<file path="src/bridge_buffer_defs.vh">
// Purpose: constants for the bridge buffering and legacy port decode block
// Assumes: AXI4-Lite byte addressing, offsets are register indices
// Notes: byte address is four times the index
`ifndef BRIDGE_BUFFER_DEFS_VH
`define BRIDGE_BUFFER_DEFS_VH

`define BUF_CTRL_IDX 8'h59
`define PORT_MAP_IDX 8'h5A
`define PORT_EN_IDX 8'h58
`define CHIP_CTRL_IDX 8'h40
`define BUF_CTRL_RST 8'h07
`define PORT_MAP_RST 8'h00
`define PORT_EN_RST 8'h00
`define CHIP_CTRL_RST 8'h00
`define BUF_CTRL_MASK 8'h17
`define PORT_MAP_MASK 8'h7F
`define CHIP_CTRL_MASK 8'h10
`define BIT_P2S_POST 0
`define BIT_S2P_POST 1
`define BIT_DN_BURST 2
`define BIT_UP_BURST 4
`define BIT_CHIP_UPDIS 4
`define AXI_RESP_OKAY 2'b00
`define AXI_RESP_SLVERR 2'b10

`endif

</file>
<file path="src/bridge_buffer_decode.v">
// Purpose: buffering control, read burst policy and legacy port decode
// Assumes: AXI4-Lite register access, all logic on ref_clk
// Notes: unposted writes never pulse the master release; posted writes release it when the final word is taken
`timescale 1ns/10ps
`include "bridge_buffer_defs.vh"
module bridge_buffer_decode #(
	parameter DATA_W = 32,
	parameter DEPTH_LOG2 = 3,
	parameter LINE_WORDS = 8,
	parameter FIFO_WORDS = 32
) (
	input wire ref_clk, // clock
	input wire reset_n, // async reset, low
	input wire [11:0] s_axi_awaddr, // write address
	input wire s_axi_awvalid, // write address valid
	output wire s_axi_awready, // write address ready
	input wire [31:0] s_axi_wdata, // write data
	input wire [3:0] s_axi_wstrb, // byte strobes
	input wire s_axi_wvalid, // write data valid
	output wire s_axi_wready, // write data ready
	output reg [1:0] s_axi_bresp, // write response
	output reg s_axi_bvalid, // write response valid
	input wire s_axi_bready, // response ready
	input wire [11:0] s_axi_araddr, // read address
	input wire s_axi_arvalid, // read address valid
	output wire s_axi_arready, // read address ready
	output reg [31:0] s_axi_rdata, // read data
	output reg [1:0] s_axi_rresp, // read response
	output reg s_axi_rvalid, // read data valid
	input wire s_axi_rready, // read data ready
	input wire [15:0] ioAddr, // primary io address
	input wire ioStart, // start of primary io cycle
	input wire ioWindowHit, // address inside io forwarding window
	output reg ioClaim, // bridge claims io cycle
	input wire dnRdStart, // downstream memory read starts
	input wire dnRdPrefetch, // read falls in prefetchable window
	output reg dnRdBurst, // downstream read may burst
	input wire upRdStart, // upstream line read starts
	input wire upRdLineEnd, // a cache line has been fetched
	input wire upFifoFull, // upstream fifo full
	output reg upRdFetch, // keep prefetching upstream
	input wire p2sSrcValid, // primary master word valid
	input wire p2sSrcLast, // last word
	input wire [DATA_W-1:0] p2sSrcData, // word
	output wire p2sSrcReady, // word accepted
	output wire p2sSrcRelease, // master released
	output wire p2sDstValid, // word to secondary target
	output wire p2sDstLast, // last flag
	output wire [DATA_W-1:0] p2sDstData, // word
	input wire p2sDstReady, // secondary target took word
	input wire s2pSrcValid, // secondary master word valid
	input wire s2pSrcLast, // last word
	input wire [DATA_W-1:0] s2pSrcData, // word
	output wire s2pSrcReady, // word accepted
	output wire s2pSrcRelease, // master released
	output wire s2pDstValid, // word to primary target
	output wire s2pDstLast, // last flag
	output wire [DATA_W-1:0] s2pDstData, // word
	input wire s2pDstReady, // primary target took word
	output wire p2sIdle, // p2s path empty
	output wire s2pIdle // s2p path empty
);
	// ------------------------------------------------------------
	// register file
	// ------------------------------------------------------------
	reg [7:0] bufCtrl_r;
	reg [7:0] portMap_r;
	reg [7:0] portEn_r;
	reg [7:0] chipCtrl_r;
	reg [11:0] awAddr_r;
	reg awHave_r;
	reg [31:0] wData_r;
	reg [3:0] wStrb_r;
	reg wHave_r;
	wire [9:0] wIdx = awAddr_r[11:2];
	wire [9:0] rIdx = s_axi_araddr[11:2];
	wire doWrite = awHave_r && wHave_r && !s_axi_bvalid;
	assign s_axi_awready = !awHave_r && !s_axi_bvalid;
	assign s_axi_wready = !wHave_r && !s_axi_bvalid;
	assign s_axi_arready = !s_axi_rvalid;
	wire wHitBuf = (wIdx == {2'b00, `BUF_CTRL_IDX});
	wire wHitMap = (wIdx == {2'b00, `PORT_MAP_IDX});
	wire wHitEn = (wIdx == {2'b00, `PORT_EN_IDX});
	wire wHitChip = (wIdx == {2'b00, `CHIP_CTRL_IDX});
	wire wHitAny = wHitBuf || wHitMap || wHitEn || wHitChip;

	always @(posedge ref_clk or negedge reset_n) begin
		if (!reset_n) begin
			bufCtrl_r <= `BUF_CTRL_RST;
			portMap_r <= `PORT_MAP_RST;
			portEn_r <= `PORT_EN_RST;
			chipCtrl_r <= `CHIP_CTRL_RST;
			awAddr_r <= 12'h000;
			awHave_r <= 1'b0;
			wData_r <= 32'h0000_0000;
			wStrb_r <= 4'h0;
			wHave_r <= 1'b0;
			s_axi_bvalid <= 1'b0;
			s_axi_bresp <= `AXI_RESP_OKAY;
		end else begin
			if (s_axi_awvalid && s_axi_awready) begin
				awAddr_r <= s_axi_awaddr;
				awHave_r <= 1'b1;
			end
			if (s_axi_wvalid && s_axi_wready) begin
				wData_r <= s_axi_wdata;
				wStrb_r <= s_axi_wstrb;
				wHave_r <= 1'b1;
			end
			if (doWrite) begin
				awHave_r <= 1'b0;
				wHave_r <= 1'b0;
				s_axi_bvalid <= 1'b1;
				s_axi_bresp <= wHitAny ? `AXI_RESP_OKAY : `AXI_RESP_SLVERR;
				if (wStrb_r[0]) begin
					if (wHitBuf)
						bufCtrl_r <= wData_r[7:0] & `BUF_CTRL_MASK;
					if (wHitMap)
						portMap_r <= wData_r[7:0] & `PORT_MAP_MASK;
					if (wHitEn)
						portEn_r <= wData_r[7:0] & `PORT_MAP_MASK;
					if (wHitChip)
						chipCtrl_r <= wData_r[7:0] & `CHIP_CTRL_MASK;
				end
			end else if (s_axi_bvalid && s_axi_bready)
				s_axi_bvalid <= 1'b0;
		end
	end

	always @(posedge ref_clk or negedge reset_n) begin
		if (!reset_n) begin
			s_axi_rvalid <= 1'b0;
			s_axi_rdata <= 32'h0000_0000;
			s_axi_rresp <= `AXI_RESP_OKAY;
		end else if (s_axi_arvalid && s_axi_arready) begin
			s_axi_rvalid <= 1'b1;
			s_axi_rresp <= `AXI_RESP_OKAY;
			if (rIdx == {2'b00, `BUF_CTRL_IDX})
				s_axi_rdata <= {24'h00_0000, bufCtrl_r};
			else if (rIdx == {2'b00, `PORT_MAP_IDX})
				s_axi_rdata <= {24'h00_0000, portMap_r};
			else if (rIdx == {2'b00, `PORT_EN_IDX})
				s_axi_rdata <= {24'h00_0000, portEn_r};
			else if (rIdx == {2'b00, `CHIP_CTRL_IDX})
				s_axi_rdata <= {24'h00_0000, chipCtrl_r};
			else begin
				s_axi_rdata <= 32'h0000_0000;
				s_axi_rresp <= `AXI_RESP_SLVERR;
			end
		end else if (s_axi_rready)
			s_axi_rvalid <= 1'b0;
	end

	// ------------------------------------------------------------
	// legacy port decode
	// ------------------------------------------------------------
	// bit order: serial a,b,c,d, parallel a,b,c
	wire [6:0] rangeHit;
	assign rangeHit[0] = (ioAddr[15:3] == 13'h007F);
	assign rangeHit[1] = (ioAddr[15:3] == 13'h005F);
	assign rangeHit[2] = (ioAddr[15:3] == 13'h007D);
	assign rangeHit[3] = (ioAddr[15:3] == 13'h005D);
	assign rangeHit[4] = (ioAddr[15:2] == 14'h00EF) || (ioAddr[15:2] == 14'h01EF);
	assign rangeHit[5] = (ioAddr[15:3] == 13'h006F) || (ioAddr[15:2] == 14'h01DE);
	assign rangeHit[6] = (ioAddr[15:3] == 13'h004F) || (ioAddr[15:2] == 14'h019E);
	wire [6:0] legacyClaim;
	wire [6:0] legacyBlock;
	genvar g;
	generate
		for (g = 0; g < 7; g = g + 1) begin : gPort
			assign legacyClaim[g] = rangeHit[g] && portEn_r[g] && portMap_r[g];
			assign legacyBlock[g] = rangeHit[g] && !portMap_r[g];
		end
	endgenerate
	wire claimNow = (|legacyClaim) || (ioWindowHit && !(|legacyBlock));

	// ------------------------------------------------------------
	// read burst policy
	// ------------------------------------------------------------
	reg [15:0] upWords_r;
	reg upMulti_r;
	always @(posedge ref_clk or negedge reset_n) begin
		if (!reset_n) begin
			ioClaim <= 1'b0;
			dnRdBurst <= 1'b0;
			upRdFetch <= 1'b0;
			upMulti_r <= 1'b0;
			upWords_r <= 16'h0000;
		end else begin
			if (ioStart)
				ioClaim <= claimNow;
			if (dnRdStart)
				dnRdBurst <= dnRdPrefetch && bufCtrl_r[`BIT_DN_BURST];
			if (upRdStart) begin
				upRdFetch <= 1'b1;
				upWords_r <= 16'h0000;
				// chip control bit must be clear
				upMulti_r <= bufCtrl_r[`BIT_UP_BURST] && !chipCtrl_r[`BIT_CHIP_UPDIS];
			end else if (upRdFetch) begin
				if (upRdLineEnd)
					upWords_r <= upWords_r + LINE_WORDS[15:0];
				if (upRdLineEnd && !upMulti_r)
					upRdFetch <= 1'b0;
				// stop no later than fifo full
				else if (upFifoFull || (upWords_r >= FIFO_WORDS[15:0]))
					upRdFetch <= 1'b0;
			end
		end
	end

	// ------------------------------------------------------------
	// write posting paths
	// ------------------------------------------------------------
	// p2s posting by bit 0
	write_forwarder #(.DATA_W(DATA_W), .DEPTH_LOG2(DEPTH_LOG2)) uP2s (
		.ref_clk(ref_clk),
		.reset_n(reset_n),
		.postEnable(bufCtrl_r[`BIT_P2S_POST]),
		.srcValid(p2sSrcValid),
		.srcLast(p2sSrcLast),
		.srcData(p2sSrcData),
		.srcReady(p2sSrcReady),
		.srcRelease(p2sSrcRelease),
		.dstValid(p2sDstValid),
		.dstLast(p2sDstLast),
		.dstData(p2sDstData),
		.dstReady(p2sDstReady),
		.idle(p2sIdle)
	);
	write_forwarder #(.DATA_W(DATA_W), .DEPTH_LOG2(DEPTH_LOG2)) uS2p (
		.ref_clk(ref_clk),
		.reset_n(reset_n),
		.postEnable(bufCtrl_r[`BIT_S2P_POST]),
		.srcValid(s2pSrcValid),
		.srcLast(s2pSrcLast),
		.srcData(s2pSrcData),
		.srcReady(s2pSrcReady),
		.srcRelease(s2pSrcRelease),
		.dstValid(s2pDstValid),
		.dstLast(s2pDstLast),
		.dstData(s2pDstData),
		.dstReady(s2pDstReady),
		.idle(s2pIdle)
	);
endmodule // bridge_buffer_decode

</file>
<file path="src/write_forwarder.v">
// Purpose: one direction of write forwarding, posted or word by word
// Assumes: source and destination handshakes on ref_clk
// Notes: posting mode is latched at the start of each burst
`timescale 1ns/10ps
module write_forwarder #(
	parameter DATA_W = 32,
	parameter DEPTH_LOG2 = 3
) (
	input wire ref_clk, // clock
	input wire reset_n, // async reset, low
	input wire postEnable, // posting allowed for new bursts
	input wire srcValid, // source master word valid
	input wire srcLast, // last word of burst
	input wire [DATA_W-1:0] srcData, // source word
	output wire srcReady, // word accepted
	output wire srcRelease, // master released on final word, posted mode only
	output reg dstValid, // word to destination
	output reg dstLast, // last flag to destination
	output reg [DATA_W-1:0] dstData, // destination word
	input wire dstReady, // destination took word
	output wire idle // nothing buffered
);
	localparam DEPTH = 1 << DEPTH_LOG2;
	reg [DATA_W:0] mem [0:DEPTH-1];
	reg [DEPTH_LOG2:0] wrPtr_r;
	reg [DEPTH_LOG2:0] rdPtr_r;
	reg inBurst_r;
	reg burstPost_r;
	reg holdLast_r;
	wire [DEPTH_LOG2:0] used = wrPtr_r - rdPtr_r;
	wire full = used[DEPTH_LOG2];
	wire empty = (used == {(DEPTH_LOG2+1){1'b0}});
	wire outBusy = dstValid;
	wire drained = empty && !outBusy;
	wire modeNow = inBurst_r ? burstPost_r : postEnable;
	// posted: buffer while room; unposted: drain first, then one word at a time
	assign srcReady = srcValid && (modeNow ? !full : (drained && !holdLast_r));
	wire take = srcReady;
	wire pop = !empty && (!dstValid || dstReady);
	// unposted: release never pulses; new words wait until destination accepts the final word
	assign srcRelease = modeNow ? (take && srcLast) : 1'b0;
	assign idle = drained && !inBurst_r;
	wire unpostDone = holdLast_r && dstValid && dstReady && dstLast;

	always @(posedge ref_clk or negedge reset_n) begin
		if (!reset_n) begin
			wrPtr_r <= {(DEPTH_LOG2+1){1'b0}};
			rdPtr_r <= {(DEPTH_LOG2+1){1'b0}};
			inBurst_r <= 1'b0;
			burstPost_r <= 1'b1;
			holdLast_r <= 1'b0;
			dstValid <= 1'b0;
			dstLast <= 1'b0;
			dstData <= {DATA_W{1'b0}};
		end else begin
			if (take) begin
				mem[wrPtr_r[DEPTH_LOG2-1:0]] <= {srcLast, srcData};
				wrPtr_r <= wrPtr_r + 1'b1;
			end
			if (take && !inBurst_r)
				burstPost_r <= postEnable;
			if (take && srcLast)
				inBurst_r <= modeNow ? 1'b0 : 1'b1;
			else if (take)
				inBurst_r <= 1'b1;
			if (take && srcLast && !modeNow)
				holdLast_r <= 1'b1;
			else if (unpostDone) begin
				holdLast_r <= 1'b0;
				inBurst_r <= 1'b0;
			end
			if (pop) begin
				{dstLast, dstData} <= mem[rdPtr_r[DEPTH_LOG2-1:0]];
				rdPtr_r <= rdPtr_r + 1'b1;
				dstValid <= 1'b1;
			end else if (dstReady)
				dstValid <= 1'b0;
		end
	end
endmodule // write_forwarder

</file>
<file path="config.mk">
export PLATFORM = sky130hd
export DESIGN_NAME = bridge_buffer_decode
export DESIGN_NICKNAME = d
export VERILOG_FILES = /design/src/bridge_buffer_decode.v /design/src/write_forwarder.v
export VERILOG_INCLUDE_DIRS = /design/src
export SDC_FILE = /design/constraint.sdc
export NUM_CORES = 1
export LEC_CHECK = 0
export BUFFER_PORTS_ARGS = -buffer_cell sky130_fd_sc_hd__buf_4
export CORE_UTILIZATION = 50
export DETAILED_ROUTE_END_ITERATION = 10
export GPL_TIMING_DRIVEN = 0
export PLACE_DENSITY = 0.69
export SLEW_MARGIN = 20
export SYNTH_ARGS = -nofsm -noshare
export SYNTH_HDL_FRONTEND = slang
export SYNTH_SLANG_ARGS = --single-unit
</file>
<file path="constraint.sdc">
create_clock -name ref_clk -period 16.98 [get_ports ref_clk]
set_input_delay 2.547 -clock ref_clk [delete_from_list [all_inputs] [get_ports ref_clk]]
set_output_delay 2.547 -clock ref_clk [all_outputs]
set_load 0.03 [all_outputs]
</file>
==> impl_metrics.tcl <==
set metrics [dict create \
    outcome "finished, final reports clean" \
    timing.rr.end "uP2s.mem[1][13]" \
    io_buffer_count 211 \
    p_per_area_mw_per_mm2 154.9 \
    use_met2 0.3699 \
    tritoncts "done" \
    drc 0 \
    synth_top_area_share 0.5864 \
    globalRouteOverflowTotal 0 \
    core.rowCount 84 \
    yosys_warnings 0 \
    synthAdderAreaFrac 0.005090 \
    syn_area_per_cell_um2 17.46 \
    crit_path_frequent_cell "inv_1" \
    hp-start "s_axi_rdata[4]" \
    synthXorXnorAreaFrac 0.009301 \
    cp_max_fo 10 \
    maxCapViolCount 0 \
    period_share 0.3886 \
    critPathSlowestCell "buf_1" \
    r2r_cells 14 \
    ys_types 72 \
    synth_cells 1549 \
    first_pass_iters 5 \
    cts_buffers 72 \
    core_mm2 0.05297 \
    hold_depth 2 \
    critical_path_arrival_ns 4.05 \
    path_buf_inv 6 \
    fin_crit_ns 6.599 \
    synth_top_family_by_area "multiplexers" \
    dieArea_mm2 0.05501 \
    vdd_drop_max_mv 0.1311 \
    met3_usage 0.05511 \
    max_slew.worst_pin.slew_ns 0.9993 \
    hp-class "flop to flop" \
    grt_pass1_vias 15520 \
    cts_max_level 3 \
    synth-async-reset-ratio 0.2292 \
    hold_violations 0 \
    grtUsageMet1 0.3026 \
    synth.top_cells.by_area "edfxtp_1 59%, dfrtp_1 14%, mux4_2 11%" \
    holdBufCountCts 0 \
    grt_max_degree 90 \
    final_antenna_net_count 0 \
    synth_compound_area_frac 0.03522 \
    post_cts_buffers 0 \
    worstReg2RegStart "uP2s.rdPtr_r[1]" \
    path_cells "clkbuf_1 -> buf_2 -> buf_1 -> inv_1 -> ha_1 -> nor2b_1 -> o21bai_1 -> nor3_4 -> o31ai_4 -> inv_1 -> buf_4" \
    relSlewSlack 0.3287 \
    max_freq_mhz 151.5 \
    postLayoutCoreUtil 0.6182 \
    synth_simple_gate_area_frac 0.06483 \
    path_delay_family "buffers and inverters" \
    path_class "flop to output pin" \
    area_delta_synth_final_pct 21.10 \
    clockBufferDepth 3 \
    cpPeakStageDelay_ns 0.55 \
    worst_clock_skew_ns 0.02097 \
    setup_violations 0 \
    vias 15260 \
    wl_per_cell_um 22.52 \
    tns_ns 0 \
    final_area_mm2 0.03274 \
    synth.yosys.seq_area_share 0.7319 \
    rsz0062_at_grt "false" \
    post-dp-hpwl_um 41370 \
    dpl_cell_area_mm2 0.03032 \
    gp_congestion 0.8402 \
    busiest_layer "met2" \
    required_ns 14.43 \
    die_x_um 234.5 \
    cts_sinks 685 \
    syn-cell-area_mm2 0.02704 \
    viasPerCell 5.673 \
    clk_latency_ns 0.61 \
    nets 2109 \
    reg2reg_slack_ns 12.09 \
    die_height_um 234.5 \
    critPathLaunchType "flop" \
    cts.clk_slew.worst_paths_ns 0.06 \
    drt_iter0_markers 1236 \
    grt_use_total 0.2266 \
    synth-seq-cells 685 \
    ios 278 \
    whs_endpoint "s_axi_rdata[4]" \
    antenna_found_initial 6 \
    start_util 0.5104 \
    layout-drive-gt1-share 0.3338 \
    muxShareOfSynthArea 0.1308 \
    report.final.slew_viol_count 0 \
    end_kind "output pin" \
    detail_route.wirelength_um 60570 \
    synth_edf_count 528 \
    grt_pass1_wl_um 92130 \
    total_leakage_power_nw 11.97 \
    ctsResizeCount 0 \
    root_buffer "clkbuf_16" \
    yosys_most_used_dff "edfxtp_1" \
    synth_largest_area_cell "edfxtp_1" \
]
==> sequential cells by signal, indices dropped and copies added (netlist names), 4 cells and up <==
signal,flops
wData_r,7
uS2p.rdPtr_r,4
awAddr_r,10
uS2p.dstData,32
uP2s.wrPtr_r,4
bufCtrl_r,4
uP2s.dstData,32
s_axi_rdata,7
uS2p.mem,264
portEn_r,7
uP2s.mem,264
uS2p.wrPtr_r,4
uP2s.rdPtr_r,4
upWords_r,13
portMap_r,7
==> power by group <==
group | total, mW | internal, mW | leakage, nW | switching, mW
sequential | 2.05 | 1.94 | 6.65 | 0.106
clock | 1.58 | 0.934 | 1.16 | 0.648
combinational | 1.44 | 0.605 | 4.17 | 0.839
total | 5.07 | 3.48 | 12.0 | 1.59
==> cell families after synthesis <==
family | Yosys count
adders and majority gates | 11
buffers and inverters | 119
muxes | 182
xor gates and xnor gates | 27
AOI/OAI and AO/OA | 140
DFF | 685
other | 1
and+or+nand+nor | 384
==> synth_stat cells (5+ instances only) <==
master / count
clkbuf_1: 36
nand2_1: 172
nand4_1: 13
buf_2: 27
nor4_1: 9
nand2b_1: 7
buf_4: 29
nor2b_1: 8
a21oi_1: 9
mux4_2: 132
ha_1: 11
and3_1: 7
xor2_1: 13
xnor2_1: 13
nand3_1: 19
o21ai_0: 18
mux2_2: 42
inv_1: 17
nor2_1: 98
nand3b_1: 8
dfrtp_1: 152
o211ai_1: 5
dfstp_2: 5
nor3_1: 23
a31oi_1: 67
edfxtp_1: 528
mux2i_1: 6
==> cell usage in the layout, fill, tap and decap left out, types with 20 or more instances in the layout <==
cell,count
conb_1,27
mux4_2,132
nor2_1,98
buf_4,291
clkbuf_16,75
a31oi_1,67
buf_6,20
mux2_2,42
edfxtp_1,528
dfrtp_1,152
clkbuf_1,53
nand2_1,172
buf_2,35
==> area by class of cell <==
type	count	area, um^2
tap	688	860.8
clock inverter	33	351.6
clock buffer	101	2064
multi-input combinational	771	6814
antenna	3	7.507
fill	3840	20230
sequential	685	19790
buffer	101	546.8
timing repair buffer	289	2241
inverter	18	67.56
==> metal layers <==
layer / routed length, um / share of wire / vias to the layer above
met2: 30040 / 0.50 / 488
met4: 1378 / 0.023 / 6
met3: 4148 / 0.068 / 98
met5: 33 / 0.00054 / -
li1: - / - / 6787
met1: 24970 / 0.41 / 7877
==> worst reg2reg max path, cell delays in order (launching register included) <==
cell and delay (ns):
dfrtp_1 0.35, clkbuf_1 0.61, inv_1 0.34, clkbuf_1 0.35, ha_1 0.45, nor2b_1 0.36, o211a_1 0.25, o21a_2 0.17
o21ai_2 0.07, buf_6 0.15, nor4_2 0.58, buf_4 0.28, buf_2 0.22, buf_4 0.19, buf_2 0.21
==> how the worst max path moves through the flow <==
stage                    start             end  slack [ns]  cells past startpoint
2_1_floorplan      p2sSrcValid  uP2s.mem[0][0]       10.40                      4
3_3_place_gp           reset_n  uP2s.mem[1][6]        5.26                      3
3_5_place_dp   uS2p.rdPtr_r[1]     s2pSrcReady       11.01                     11
4_1_cts        uS2p.rdPtr_r[1]     s2pSrcReady       10.36                     11
5_1_grt        uS2p.rdPtr_r[1]     s2pSrcReady       10.10                     11
6_report       uS2p.rdPtr_r[1]     s2pSrcReady       10.38                     11
==> metrics by stage <==
step           power (mW)  hold slack, ns  setup WS, ns  instances
2_1_floorplan       3.041          0.4638         10.40       1575
3_3_place_gp        3.498          0.4672         5.263       2474
3_5_place_dp        3.538          0.4745         11.01       2552
4_1_cts             5.124          0.4872         10.36       2686
5_1_grt             5.302          0.5205         10.10       2689
6_report            5.073          0.4817         10.38       2689
(Power assumes the default switching activity.)
